$ cat config.mk
export PLATFORM = sky130hd
export DESIGN_NAME = duhp_host_port
export DESIGN_NICKNAME = d
export VERILOG_FILES = /design/src/rtl/duhp_pkg.sv /design/src/rtl/duhp_chan_pins.sv /design/src/rtl/duhp_host_port.sv
export SDC_FILE = /design/constraint.sdc
export NUM_CORES = 1
export LEC_CHECK = 0
export BUFFER_PORTS_ARGS = -buffer_cell sky130_fd_sc_hd__buf_2
export CORE_AREA = 2 2 85 120
export CTS_CLUSTER_DIAMETER = 60
export DETAILED_ROUTE_END_ITERATION = 6
export DIE_AREA = 0 0 87 122
export GPL_TIMING_DRIVEN = 0
export PLACE_DENSITY = 0.68
export SLEW_MARGIN = 15
export SYNTH_ARGS = -nofsm -noshare
export SYNTH_HDL_FRONTEND = slang
export SYNTH_SLANG_ARGS = --single-unit
export TNS_END_PERCENT = 20
$ cat constraint.sdc
create_clock -name clk -period 3.3 [get_ports clk]
set_input_delay 0 -clock clk [delete_from_list [all_inputs] [get_ports clk]]
set_output_delay 0 -clock clk [all_outputs]
set_load 0.02 [all_outputs]
$ cat src/rtl/duhp_pkg.sv
// Behaviour
// - Host port carries 8 data bits, 3 address lines, separate read and write strobes.
// - Bus cycles are sampled on clk, the baud oscillator, but never wait on the baud tick.
// - Both channels share one data bus; a channel drives it only when read-selected.
// - A reset pulse over 40 ns returns both channels to their default state.
// - First convention: one low-active select per channel; both low selects both for a write, and a read with both low is not taken.
// - Second convention: one select, extra address bit picks channel, ignored otherwise.
// - Convention select high chooses the first convention, low the second.
// - Reset pin is active high in the first convention, active low in the second.
// - FIFOs off: receive-ready low with byte held; transmit-ready low when holding empty.
// - FIFOs on without block mode is single-character mode; control bit 3 enables block.
// - Single-character mode: receive-ready low with data; transmit-ready low when empty.
// - Block mode: receive-ready falls at trigger or time-out, rises on empty or error.
// - Block mode: transmit-ready low below trigger, high once transmit FIFO is full.
// - Line status shows transmitter fully empty and transmit room available.
// - FIFOs off: transmit interrupt low with byte held, high when empty or shifter idle.
// - FIFOs on: transmit interrupt low above trigger, high below trigger or idle.
// - FIFOs on: receive interrupt low below trigger, high above trigger.
// - One clock feeds both channels' baud generators and also clocks the bus logic.
package duhp_pkg;
    localparam int NUM_CH = 2;
    localparam int CH_A = 0;
    localparam int CH_B = 1;
    localparam int DATA_W = 8;
    localparam int ADDR_W = 3;
    localparam int CNT_W = 7;
    localparam logic [CNT_W-1:0] FIFO_DEPTH = 7'h40;
    localparam int FCR_FIFO_EN_BIT = 0;
    localparam int FCR_BLOCK_BIT = 3;
    localparam int LSR_TX_ROOM_BIT = 5;
    localparam int LSR_TX_EMPTY_BIT = 6;
    localparam int LSR_FIFO_ERR_BIT = 7;
    localparam logic [DATA_W-1:0] FCR_RESET = 8'h00;
    localparam logic [ADDR_W-1:0] ADDR_FIFO_CTRL = 3'h2;
    localparam logic [ADDR_W-1:0] ADDR_LINE_STATUS = 3'h5;
    localparam logic RX_READY_N_RESET = 1'b1;
    localparam logic TX_READY_N_RESET = 1'b0;
    localparam logic IRQ_RESET = 1'b0;
    localparam int CLK_PERIOD_NS = 40;
    localparam int RESET_MIN_NS = 40;
    localparam int RESET_MIN_RAW = (RESET_MIN_NS + CLK_PERIOD_NS - 1) / CLK_PERIOD_NS;
    localparam int RESET_MIN_CYC = (RESET_MIN_RAW < 1) ? 1 : RESET_MIN_RAW;
    localparam int RST_CNT_W = 4;
    localparam logic [RST_CNT_W-1:0] RESET_MIN_CNT = 4'(RESET_MIN_CYC);
    localparam int BAUD_W = 4;
    localparam logic [BAUD_W-1:0] BAUD_LAST = 4'hf;
    localparam int SYNC_W = 18;
    // The reset pin idles low in the first convention, so its bit resets low: no false reset.
    localparam logic [SYNC_W-1:0] SYNC_IDLE = 18'h2ffff;
    localparam int SY_MODE = 17;
    localparam int SY_RST = 16;
    localparam int SY_CSA = 15;
    localparam int SY_CSB = 14;
    localparam int SY_A3 = 13;
    localparam int SY_RD = 12;
    localparam int SY_WR = 11;
    localparam int SY_ADDR = 8;
    localparam int SY_DATA = 0;

    typedef enum logic [1:0]
    {
        BUS_IDLE = 2'b00,
        BUS_READ = 2'b01,
        BUS_WRITE = 2'b10
    } duhp_bus_state_t;
endpackage : duhp_pkg

$ cat src/rtl/duhp_chan_pins.sv
module duhp_chan_pins
    import duhp_pkg::*;
(
    input wire logic clk,
    input wire logic reset,
    input wire logic chanRst,
    input wire logic wrEn,
    input wire logic [ADDR_W-1:0] wrAddr,
    input wire logic [DATA_W-1:0] wrData,
    input wire logic [ADDR_W-1:0] rdAddr,
    input wire logic [DATA_W-1:0] coreRdData,
    input wire logic [CNT_W-1:0] rxLevel,
    input wire logic [CNT_W-1:0] txLevel,
    input wire logic [CNT_W-1:0] rxTrig,
    input wire logic [CNT_W-1:0] txTrig,
    input wire logic txShiftEmpty,
    input wire logic rxTimeout,
    input wire logic fifoErr,
    input wire logic autoDir,
    output logic [DATA_W-1:0] rdData,
    output logic fifoEnable,
    output logic blockMode,
    output logic rxReadyN,
    output logic txReadyN,
    output logic irq
);
    logic [DATA_W-1:0] fifoCtrl_reg, fifoCtrl_next, lsrRead;
    logic rxReadyN_reg, rxReadyN_next, txReadyN_reg, txReadyN_next;
    logic irq_reg, irq_next;
    logic fifoOn, blockOn, rxAny, txAny, txFull, txBelow, rxAtTrig;
    logic xmitEmpty, txRoom, rxBlk, txBlk, txIrqOff, txIrqOn, rxIrq;

    assign fifoOn = fifoCtrl_reg[FCR_FIFO_EN_BIT];
    assign blockOn = fifoOn && fifoCtrl_reg[FCR_BLOCK_BIT];
    assign rxAny = rxLevel != '0;
    assign txAny = txLevel != '0;
    assign txFull = txLevel == FIFO_DEPTH;
    assign txBelow = txLevel < txTrig;
    assign rxAtTrig = rxLevel >= rxTrig;
    assign xmitEmpty = !txAny && txShiftEmpty;
    assign txRoom = fifoOn ? !txFull : !txAny;

    // Emptying or an error wins over a trigger in the same cycle, so a stale byte never stalls.
    assign rxBlk = (!rxAny || fifoErr) ? 1'b1 : ((rxAtTrig || rxTimeout) ? 1'b0 : rxReadyN_reg);
    assign txBlk = txBelow ? 1'b0 : (txFull ? 1'b1 : txReadyN_reg);
    assign rxReadyN_next = blockOn ? rxBlk : !rxAny;
    assign txReadyN_next = blockOn ? txBlk : txAny;

    assign txIrqOff = autoDir ? xmitEmpty : !txAny;
    assign txIrqOn = autoDir ? xmitEmpty : (txBelow || !txAny);
    assign rxIrq = fifoOn ? rxAtTrig : rxAny;
    assign irq_next = (fifoOn ? txIrqOn : txIrqOff) || rxIrq;

    assign fifoCtrl_next = (wrEn && wrAddr == ADDR_FIFO_CTRL) ? wrData : fifoCtrl_reg;

    always_comb
    begin
        lsrRead = coreRdData;
        lsrRead[LSR_TX_ROOM_BIT] = txRoom;
        lsrRead[LSR_TX_EMPTY_BIT] = xmitEmpty;
        lsrRead[LSR_FIFO_ERR_BIT] = fifoErr;
    end

    assign rdData = (rdAddr == ADDR_LINE_STATUS) ? lsrRead : coreRdData;

    always_ff @(posedge clk or posedge reset)
    begin
        if (reset)
        begin
            fifoCtrl_reg <= FCR_RESET;
            rxReadyN_reg <= RX_READY_N_RESET;
            txReadyN_reg <= TX_READY_N_RESET;
            irq_reg <= IRQ_RESET;
        end
        else if (chanRst)
        begin
            fifoCtrl_reg <= FCR_RESET;
            rxReadyN_reg <= RX_READY_N_RESET;
            txReadyN_reg <= TX_READY_N_RESET;
            irq_reg <= IRQ_RESET;
        end
        else
        begin
            fifoCtrl_reg <= fifoCtrl_next;
            rxReadyN_reg <= rxReadyN_next;
            txReadyN_reg <= txReadyN_next;
            irq_reg <= irq_next;
        end
    end

    assign fifoEnable = fifoOn;
    assign blockMode = fifoCtrl_reg[FCR_BLOCK_BIT];
    assign rxReadyN = rxReadyN_reg;
    assign txReadyN = txReadyN_reg;
    assign irq = irq_reg;
endmodule : duhp_chan_pins

$ cat src/rtl/duhp_host_port.sv
module duhp_host_port
    import duhp_pkg::*;
(
    input wire logic clk,
    input wire logic reset,
    input wire logic busModeSel,
    input wire logic resetPin,
    input wire logic chanASelectN,
    input wire logic chanBSelectN,
    input wire logic channelAddrBit,
    input wire logic readStrobeN,
    input wire logic writeStrobeN,
    input wire logic [ADDR_W-1:0] hostAddr,
    input wire logic [DATA_W-1:0] dataIn,
    input wire logic [NUM_CH-1:0][DATA_W-1:0] coreRdData,
    input wire logic [NUM_CH-1:0][CNT_W-1:0] rxLevel,
    input wire logic [NUM_CH-1:0][CNT_W-1:0] txLevel,
    input wire logic [NUM_CH-1:0][CNT_W-1:0] rxTrig,
    input wire logic [NUM_CH-1:0][CNT_W-1:0] txTrig,
    input wire logic [NUM_CH-1:0] txShiftEmpty,
    input wire logic [NUM_CH-1:0] rxTimeout,
    input wire logic [NUM_CH-1:0] fifoErr,
    input wire logic [NUM_CH-1:0] autoDir,
    output logic [DATA_W-1:0] dataOut,
    output logic dataOe,
    output logic [NUM_CH-1:0] regRead,
    output logic [NUM_CH-1:0] regWrite,
    output logic [ADDR_W-1:0] regAddr,
    output logic [DATA_W-1:0] regWdata,
    output logic chanReset,
    output logic baudTick,
    output logic [NUM_CH-1:0] fifoEnable,
    output logic [NUM_CH-1:0] blockMode,
    output logic [NUM_CH-1:0] rxReadyN,
    output logic [NUM_CH-1:0] txReadyN,
    output logic chanAIrq,
    output logic chanBIrq
);
    // Every host pin is asynchronous to clk, so all of them pass two flip-flops first.
    logic [SYNC_W-1:0] syncIn, sync1_reg, sync2_reg;

    assign syncIn = {busModeSel, resetPin, chanASelectN, chanBSelectN, channelAddrBit,
                     readStrobeN, writeStrobeN, hostAddr, dataIn};

    always_ff @(posedge clk or posedge reset)
    begin
        if (reset)
        begin
            sync1_reg <= SYNC_IDLE;
            sync2_reg <= SYNC_IDLE;
        end
        else
        begin
            sync1_reg <= syncIn;
            sync2_reg <= sync1_reg;
        end
    end

    logic mode16, rstLevel, csA, csB, a3, rdAct, wrAct;
    logic [ADDR_W-1:0] sAddr;
    logic [DATA_W-1:0] sData;

    assign mode16 = sync2_reg[SY_MODE];
    assign rstLevel = sync2_reg[SY_RST];
    assign csA = !sync2_reg[SY_CSA];
    assign csB = !sync2_reg[SY_CSB];
    assign a3 = sync2_reg[SY_A3];
    assign rdAct = !sync2_reg[SY_RD];
    assign wrAct = !sync2_reg[SY_WR];
    assign sAddr = sync2_reg[SY_ADDR +: ADDR_W];
    assign sData = sync2_reg[SY_DATA +: DATA_W];

    // Channel select: two selects in the first convention, one select plus a3 in the second.
    logic selA, selB, oneSel, anySel;

    assign selA = mode16 ? csA : (csA && !a3);
    assign selB = mode16 ? csB : (csA && a3);
    assign oneSel = selA ^ selB;
    assign anySel = selA || selB;

    // Bus sequencing. A write is taken when its strobe is released, so the data that the
    // host holds at the end of the strobe is what lands, even if it settled late.
    duhp_bus_state_t busState_reg, busState_next;
    logic startRead, startWrite, stayRead, endWrite;

    assign startRead = (busState_reg == BUS_IDLE) && rdAct && oneSel;
    assign startWrite = (busState_reg == BUS_IDLE) && !rdAct && wrAct && anySel;
    assign stayRead = rdAct && oneSel;
    assign endWrite = (busState_reg == BUS_WRITE) && !wrAct;

    always_comb
    begin
        busState_next = busState_reg;
        unique case (busState_reg)
            BUS_IDLE:
            begin
                if (startRead)
                begin
                    busState_next = BUS_READ;
                end
                else if (startWrite)
                begin
                    busState_next = BUS_WRITE;
                end
            end
            BUS_READ:
            begin
                if (!stayRead)
                begin
                    busState_next = BUS_IDLE;
                end
            end
            BUS_WRITE:
            begin
                if (!wrAct)
                begin
                    busState_next = BUS_IDLE;
                end
            end
            default:
            begin
                busState_next = BUS_IDLE;
            end
        endcase
    end

    logic [NUM_CH-1:0] wrSel_reg, wrSel_next;
    logic [ADDR_W-1:0] wrAddr_reg, wrAddr_next;
    logic [DATA_W-1:0] wrData_reg, wrData_next;
    logic latchWr;

    assign latchWr = startWrite || ((busState_reg == BUS_WRITE) && wrAct);
    assign wrSel_next = startWrite ? {selB, selA} : wrSel_reg;
    assign wrAddr_next = latchWr ? sAddr : wrAddr_reg;
    assign wrData_next = latchWr ? sData : wrData_reg;

    always_ff @(posedge clk or posedge reset)
    begin
        if (reset)
        begin
            busState_reg <= BUS_IDLE;
            wrSel_reg <= '0;
            wrAddr_reg <= '0;
            wrData_reg <= '0;
        end
        else
        begin
            busState_reg <= busState_next;
            wrSel_reg <= wrSel_next;
            wrAddr_reg <= wrAddr_next;
            wrData_reg <= wrData_next;
        end
    end

    // Channel side. Read data is looked up from the live address each cycle of the strobe.
    logic [NUM_CH-1:0][DATA_W-1:0] chanRdData;
    logic [NUM_CH-1:0] irqVec;
    logic chanReset_reg;
    logic [NUM_CH-1:0] regWrite_reg;
    logic [ADDR_W-1:0] regAddr_reg;
    logic [DATA_W-1:0] regWdata_reg;

    for (genvar g = 0; g < NUM_CH; g++)
    begin : g_chan
        duhp_chan_pins u_chan
        (
            .clk(clk),
            .reset(reset),
            .chanRst(chanReset_reg),
            .wrEn(regWrite_reg[g]),
            .wrAddr(regAddr_reg),
            .wrData(regWdata_reg),
            .rdAddr(sAddr),
            .coreRdData(coreRdData[g]),
            .rxLevel(rxLevel[g]),
            .txLevel(txLevel[g]),
            .rxTrig(rxTrig[g]),
            .txTrig(txTrig[g]),
            .txShiftEmpty(txShiftEmpty[g]),
            .rxTimeout(rxTimeout[g]),
            .fifoErr(fifoErr[g]),
            .autoDir(autoDir[g]),
            .rdData(chanRdData[g]),
            .fifoEnable(fifoEnable[g]),
            .blockMode(blockMode[g]),
            .rxReadyN(rxReadyN[g]),
            .txReadyN(txReadyN[g]),
            .irq(irqVec[g])
        );
    end

    assign chanAIrq = irqVec[CH_A];
    assign chanBIrq = irqVec[CH_B];

    // Host-facing outputs.
    logic [DATA_W-1:0] dataOut_reg, dataOut_next;
    logic dataOe_reg, dataOe_next;
    logic [NUM_CH-1:0] regRead_reg, regRead_next, regWrite_next;
    logic [ADDR_W-1:0] regAddr_next;
    logic [DATA_W-1:0] regWdata_next;

    assign dataOe_next = busState_next == BUS_READ;
    assign dataOut_next = dataOe_next ? chanRdData[selB] : '0;
    assign regRead_next = startRead ? {selB, selA} : '0;
    assign regWrite_next = endWrite ? wrSel_reg : '0;
    assign regAddr_next = endWrite ? wrAddr_reg : (startRead ? sAddr : regAddr_reg);
    assign regWdata_next = endWrite ? wrData_reg : regWdata_reg;

    always_ff @(posedge clk or posedge reset)
    begin
        if (reset)
        begin
            dataOut_reg <= '0;
            dataOe_reg <= 1'b0;
            regRead_reg <= '0;
            regWrite_reg <= '0;
            regAddr_reg <= '0;
            regWdata_reg <= '0;
        end
        else
        begin
            dataOut_reg <= dataOut_next;
            dataOe_reg <= dataOe_next;
            regRead_reg <= regRead_next;
            regWrite_reg <= regWrite_next;
            regAddr_reg <= regAddr_next;
            regWdata_reg <= regWdata_next;
        end
    end

    // Reset pin: polarity follows the bus convention; it must stay active for the minimum
    // pulse width before the channels are cleared; at one cycle, a single-cycle pulse already clears them.
    logic pinActive, chanReset_next;
    logic [RST_CNT_W-1:0] rstCnt_reg, rstCnt_next;

    assign pinActive = mode16 ? rstLevel : !rstLevel;
    assign rstCnt_next = !pinActive ? '0 :
        ((rstCnt_reg == RESET_MIN_CNT) ? rstCnt_reg : rstCnt_reg + 4'h1);
    assign chanReset_next = pinActive && (rstCnt_next >= RESET_MIN_CNT);

    // One prescaler serves both channels; bus transfers above never wait on it.
    logic [BAUD_W-1:0] baudCnt_reg, baudCnt_next;
    logic baudTick_reg, baudTick_next;

    assign baudCnt_next = baudCnt_reg + 4'h1;
    assign baudTick_next = baudCnt_reg == BAUD_LAST;

    always_ff @(posedge clk or posedge reset)
    begin
        if (reset)
        begin
            rstCnt_reg <= '0;
            chanReset_reg <= 1'b0;
            baudCnt_reg <= '0;
            baudTick_reg <= 1'b0;
        end
        else
        begin
            rstCnt_reg <= rstCnt_next;
            chanReset_reg <= chanReset_next;
            baudCnt_reg <= baudCnt_next;
            baudTick_reg <= baudTick_next;
        end
    end

    assign dataOut = dataOut_reg;
    assign dataOe = dataOe_reg;
    assign regRead = regRead_reg;
    assign regWrite = regWrite_reg;
    assign regAddr = regAddr_reg;
    assign regWdata = regWdata_reg;
    assign chanReset = chanReset_reg;
    assign baudTick = baudTick_reg;
endmodule : duhp_host_port

==> Word level (Yosys, flattened, before mapping) <==
Cells that the tools add are included.
{ "word_totals": {"in_bits": 100, "output_inout_bits": 36, "register_bits": 99} }
{ "classes": {"n_eq_ne": 13, "n_addsub": 2, "bitwise": 1, "mux": 51, "reduce_logical": 47, "magnitude_cmp": 6} }
{ "ops": {"columns": ["cell", "count"], "rows": [
  ["2-to-1 mux 8 bit", 5],
  ["2-to-1 mux 1 bit", 31],
  ["nonzero test 7 bit", 4],
  ["2-to-1 mux 4 bit", 6],
  ["logical AND 1 bit", 17],
  ["!= test 4 bit (second input constant)", 4],
  ["equality test 7 bit (second input constant)", 2],
  ["greater-or-equal comparator 7 bit", 2],
  ["less-than comparator 7 bit", 2],
  ["logical NOT 1 bit", 12],
  ["2-to-1 mux 2 bit", 6],
  ["logical OR 1 bit", 10],
  ["adder 4 x 1 -> 4 bit (second input constant)", 2],
  ["2-to-1 mux 3 bit", 2],
  ["case mux 2 bit (3 select lines)", 1],
  ["nonzero test 2 bit", 3],
  ["equality test 2 x 1 -> 1 bit (second input constant)", 2],
  ["equality test 4 x 1 -> 1 bit (second input constant)", 1],
  ["equality test 4 bit (second input constant)", 1],
  ["greater-or-equal comparator 4 x 1 -> 1 bit (second input constant)", 1],
  ["equality test 3 x 2 -> 1 bit (second input constant)", 1],
  ["equality test 3 bit (second input constant)", 1],
  ["equality test 2 bit (second input constant)", 1],
  ["logical NOT 2 bit", 1],
  ["other kinds (2)", 2]
]} }

==> Logic depth before layout (Yosys ltp) <==
{ "logic_depth": {"ltp_word": 10, "mapped_depth": 10, "depth_no_buf": 8} }

==> Cells and area by module <==
A second synthesis with hierarchy kept.
{ "unflattened": {"cells_unflattened": 365, "hier_area_um2": 4406.7} }
{ "modules_own_cells": {"columns": ["module", "n_inst", "cells_per_inst", "area_per_inst_um2"], "rows": [
  ["duhp_host_port", 1, 187, 2947.8],
  ["duhp_chan_pins", 2, 89, 729.4]
]} }

==> Least setup slack after synthesis <==
No wires, ideal clock.
{ "synth_path": {"kind": "register to register", "from": "register sync2_reg[13]", "to": "register wrAddr_reg[2]", "path_buffers": 2, "stages_incl_launch_ff": 11, "t_arrival_ns": 2.367, "setup_slack_ns": 0.808, "required_time_ns": 3.175, "cell_sequence": "dfstp_2 -> or3b_1 -> o21ai_1 -> clkbuf_1 -> inv_2 -> ha_1 -> nor2_1 -> and3_1 -> a21oi_1 -> buf_2 -> mux2_2"} }
{ "synth_via": {"elab_chain_len": 6} }
{ "synth_rtl": {"columns": ["item", "line", "rtl"], "rows": [
  ["start, declared", "duhp_host_port.sv:40", "logic [SYNC_W-1:0] syncIn, sync1_reg, sync2_reg;"],
  ["start signal, assigned", "duhp_host_port.sv:55", "sync2_reg <= sync1_reg;"],
  ["logical NOT 1 bit", "duhp_host_port.sv:76", "assign selA = mode16 ? csA : (csA && !a3);"],
  ["logical AND 1 bit", "duhp_host_port.sv:76", null],
  ["2-to-1 mux 1 bit", "duhp_host_port.sv:76", null],
  ["logical OR 1 bit (*)", "duhp_host_port.sv:79", "assign anySel = selA || selB;"],
  ["logical AND 1 bit (*)", "duhp_host_port.sv:87", "assign startWrite = (busState_reg == BUS_IDLE) && !rdAct && wrAct && anySel;"],
  ["logical OR 1 bit (*)", "duhp_host_port.sv:132", "assign latchWr = startWrite || ((busState_reg == BUS_WRITE) && wrAct);"],
  ["end signal, assigned", "duhp_host_port.sv:150", "wrAddr_reg <= wrAddr_next;"],
  ["end, declared", "duhp_host_port.sv:128", "logic [ADDR_W-1:0] wrAddr_reg, wrAddr_next;"]
]} }
Mark *: on every way between the ends. The rest lies on a longest branch, timed or not.
A chain may end at the register's enable or synchronous reset.

==> Final worst setup path <==
{ "layout_path": {"from": "register sync2_reg[13]", "to": "register wrData_reg[7]"} }
{ "layout_via": {"elab_chain_len": 6} }
{ "layout_rtl": {"columns": ["item", "line", "rtl"], "rows": [
  ["logical NOT 1 bit", "duhp_host_port.sv:76", null],
  ["logical AND 1 bit", "duhp_host_port.sv:76", null],
  ["2-to-1 mux 1 bit", "duhp_host_port.sv:76", null],
  ["logical OR 1 bit (*)", "duhp_host_port.sv:79", null],
  ["logical AND 1 bit (*)", "duhp_host_port.sv:87", null],
  ["logical OR 1 bit (*)", "duhp_host_port.sv:132", null],
  ["end signal, assigned", "duhp_host_port.sv:151", "wrData_reg <= wrData_next;"],
  ["end, declared", "duhp_host_port.sv:129", "logic [DATA_W-1:0] wrData_reg, wrData_next;"]
]} }
Marked as above.

==> run_results.csv <==
group,metric,value,unit
run_status,status,"finished clean",
global_routing,grt_pass1_vias,3283,
critical_path,cp_top_family,"buffers and inverters",
synth,synth_cell_type_count,47,
clocking,postCtsResizedCells,0,
cells_and_area,fillers,799,
sta,worst_pin_slew,0.747,ns
drt,drcViolationCount,0,
place,post-place-ws,0.302,ns
sta,slew_violations,0,
clocking,cts_tree,"built",
global_routing,track_usage,0.188,
critical_path,cp_cell_sequence,"or3b_1 -> o21ai_1 -> clkbuf_1 -> inv_2 -> ha_1 -> nor2_1 -> and3_1 -> a21oi_1 -> buf_2 -> mux2_2",
drt,totalWireLength,9770,um
drt,antenna_left,0,
global_routing,antenna_found_initial,0,
cells_and_area,ff_latch_area,2420,um2
drt,drt-initial-drc-count,149,
critical_path,crit_type,"register to register",
floorplan,ios,136,
critical_path,cp-start-kind,"register",
floorplan,die-area,10600,um2
sta,min_period,2.97,ns
cells_and_area,final_nets,675,
min_path,min_path_cells,3,
pwr,powerDensity,596,nW/um2
place,numPortBuffers,135,
synth,yosysWarnings,0,
sta,max_freq,336,MHz
sta,timing.final.ws_setup,0.325,ns
floorplan,initial_core_util,0.440,
sta,setup_viol,0,
sta,relSlewSlack,0.502,
critical_path,critPathArrivalTime,3.20,ns
pwr,p_comb_frac,0.245,
synth,syn-num-nets,489,
clocking,cts_sinks,95,
flow_run,maxCapViolCount,0,
cells_and_area,multi_input_area,1580,um2
min_path,hold_class,"input pin to register",
synth,synth-edff-count,0,
synth,async_reset_ff_frac,1.00,
clocking,h-tree-depth,3,
min_path,hold_start,"txShiftEmpty[0]",
critical_path,path_buf_inv,3,
global_routing,gr-total-overflow,0,
place,dp_hpwl,6930,um
synth,yosysSeqAreaShare,0.572,
sta,period_share,0.901,
pwr,ir_drop,0.372,mV
critical_path,crit_path_end_kind,"register",
critical_path,crit_required,3.53,ns
synth,synthCells,359,
critical_path,slowest_stage,"dfstp_2",
critical_path,r2r_end,"wrData_reg[7]$_DFFE_PP0P_",
min_path,whs_endpoint,"g_chan[0].u_chan.irq$_DFF_PP0_",
clocking,ctsHoldBuffers,39,
place,globalplace.congestion,0.758,
pwr,intPower,0.00239,W
clocking,root_buffer,"clkbuf_16",
synth,syn_area_per_cell,11.8,um2
synth,ys.flop_type,"dfrtp_1",
floorplan,dieWidth,87,um
floorplan,die_h,122,um
floorplan,core,9630,um2
clocking,post_cts_buffers,0,
drt,vias_per_cell,4.95,
critical_path,critPathMaxFanout,10,
pwr,leakage,2.92,nW
synth,netlist_area,4240,um2
pwr,p_clk_frac,0.310,
clocking,clk_pin_slew,0.07,ns
sta,grt_setup_unrepaired,"false",
pwr,swShare,0.305,
drt,routedWlPerCell,14.8,um
synth,ys_ff_latch,95,
clocking,cts_buffers,9,
drt,route.vias.total,3277,
cells_and_area,n_antenna_cell,0,
clocking,clkLatencyLatePin,0.34,ns
sta,finalClockSkew,0.00558,ns
critical_path,slowest_delay,0.53,ns
pwr,p_seq_frac,0.444,
sta,final.setup.tns,0,ns
critical_path,rr_worst_depth,10,
sta,hold_ws,0.0273,ns
sta,final_hold_viol_count,0,
pwr,power_switching,0.00105,W
global_routing,grt_pass1_wl,15100,um
critical_path,rr_startpoint,"sync2_reg[13]$_DFF_PP1_",
global_routing,grt_max_degree,60,
floorplan,row_count,43,
cells_and_area,syn_to_final_growth,36.3,%
drt,drt_pass1_iterations,7,
clocking,max-clock-path-buffers,2,
cells_and_area,drive_gt1_frac,0.413,
critical_path,reg2reg_setup_slack,0.33,ns
synthesized netlist by cell type (2+ instances only):
library cell / count / share of area
a211oi_1: 6 / 0.011
a21o_1: 3 / 0.0053
a21oi_1: 21 / 0.025
a31oi_1: 5 / 0.0074
and2_1: 2 / 0.0030
and3_1: 3 / 0.0044
and4_1: 2 / 0.0041
buf_4: 10 / 0.018
clkbuf_1: 4 / 0.0035
dfrtp_1: 59 / 0.35
dfstp_2: 36 / 0.22
ha_1: 30 / 0.089
inv_1: 37 / 0.033
mux2_2: 20 / 0.053
mux2i_1: 8 / 0.019
nand2_1: 20 / 0.018
nand2b_1: 4 / 0.0059
nand3_1: 6 / 0.0071
nand3b_1: 4 / 0.0071
nand4_1: 2 / 0.0030
nor2_1: 27 / 0.024
nor2b_1: 6 / 0.0089
nor3_1: 4 / 0.0047
nor4_2: 2 / 0.0059
nor4bb_1: 2 / 0.0047
o211ai_1: 2 / 0.0035
o21ai_0: 10 / 0.012
or4_1: 2 / 0.0035
xor2_1: 4 / 0.0083
kinds of logic after synthesis:
kind of cell	synth area share
buffers and inverters	0.0561
multiplexers	0.0774
AO/OA/AOI/OAI	0.0815
XOR/XNOR	0.0103
flip-flops	0.572
adder cells (fa/ha/maj)	0.0886
AND/OR/NAND/NOR	0.114
power groups by stage:
| stage | Clock, W | Combinational [W] | Sequential (W) |
|---|---|---|---|
| floorplan | 0 | 0.000403 | 0.00163 |
| global placement | 0 | 0.000764 | 0.00154 |
| detailed placement | 0 | 0.000797 | 0.00155 |
| CTS | 0.00109 | 0.000851 | 0.00153 |
| global route | 0.00114 | 0.000930 | 0.00156 |
| finish | 0.00107 | 0.000845 | 0.00153 |
placed cells by master, fill, tap and decap left out, types with 2 or more instances in the layout:
cell	netlist	final
buf_2	1	136
dfrtp_1	59	59
dlygate4sd3_1	0	39
inv_1	37	36
dfstp_2	36	36
ha_1	30	30
nor2_1	27	27
a21oi_1	21	21
mux2_2	20	20
nand2_1	20	20
o21ai_0	10	10
buf_4	10	10
clkbuf_16	0	9
mux2i_1	8	8
nand3_1	6	6
nor2b_1	6	6
a211oi_1	6	6
a31oi_1	5	5
nand3b_1	4	4
clkbuf_1	4	4
nand2b_1	4	4
nor3_1	4	4
xor2_1	4	4
and3_1	3	3
a21o_1	3	3
nor4bb_1	2	2
and2_1	2	2
or4_1	2	2
nor4_2	2	2
nand4_1	2	2
and4_1	2	2
o211ai_1	2	2
inv_8	0	2
clkinvlp_4	0	2
inv_6	0	2
per-layer routing:
| metal | global-route usage | wire (um) | part of all wire |
|---|---|---|---|
| met5 | 0 | 0 | 0 |
| met4 | 0.0986 | 212 | 0.022 |
| met3 | 0.0285 | 540 | 0.055 |
| met1 | 0.219 | 3950 | 0.40 |
| met2 | 0.328 | 5060 | 0.52 |
area by class of cell:
class,instances,share of cell area
multi-input cells,211,0.273
plain buffers,15,0.0165
inverters,38,0.0251
clock buffers,9,0.0390
repair buffers,175,0.188
clock inverters,7,0.0147
flip-flops and latches,95,0.420
well taps,112,0.0243
how the worst max path moves through the flow:
stage                                           end               startpoint  slack (ns)  cells past startpoint
after floorplan           wrAddr_reg[2]$_DFFE_PP0P_  sync2_reg[13]$_DFF_PP1_        0.81                     10
after global placement      regWdata[4]$_DFFE_PP0P_                    reset       -0.11                      2
after detailed placement  wrData_reg[7]$_DFFE_PP0P_  sync2_reg[13]$_DFF_PP1_        0.30                     10
after CTS                 wrAddr_reg[2]$_DFFE_PP0P_  sync2_reg[13]$_DFF_PP1_        0.28                     10
after global routing      wrData_reg[7]$_DFFE_PP0P_  sync2_reg[13]$_DFF_PP1_        0.06                     10
final                     wrData_reg[7]$_DFFE_PP0P_  sync2_reg[13]$_DFF_PP1_        0.33                     10
worst min-delay path, stage by stage:
cell	delay [ns]
buf_2	0.09
o21ai_0	0.07
a31oi_1	0.15
through the flow:
stage	area [um2]	total power [W]	util	std cells
after CTS	5770	0.00348	0.600	662
after global routing	5770	0.00362	0.600	662
after detailed placement	5070	0.00235	0.527	607
after floorplan	4240	0.00203	-	359
after global placement	5050	0.00231	0.524	606
final	5770	0.00344	0.600	662
Note: power is estimated with default switching activity, not from simulation.
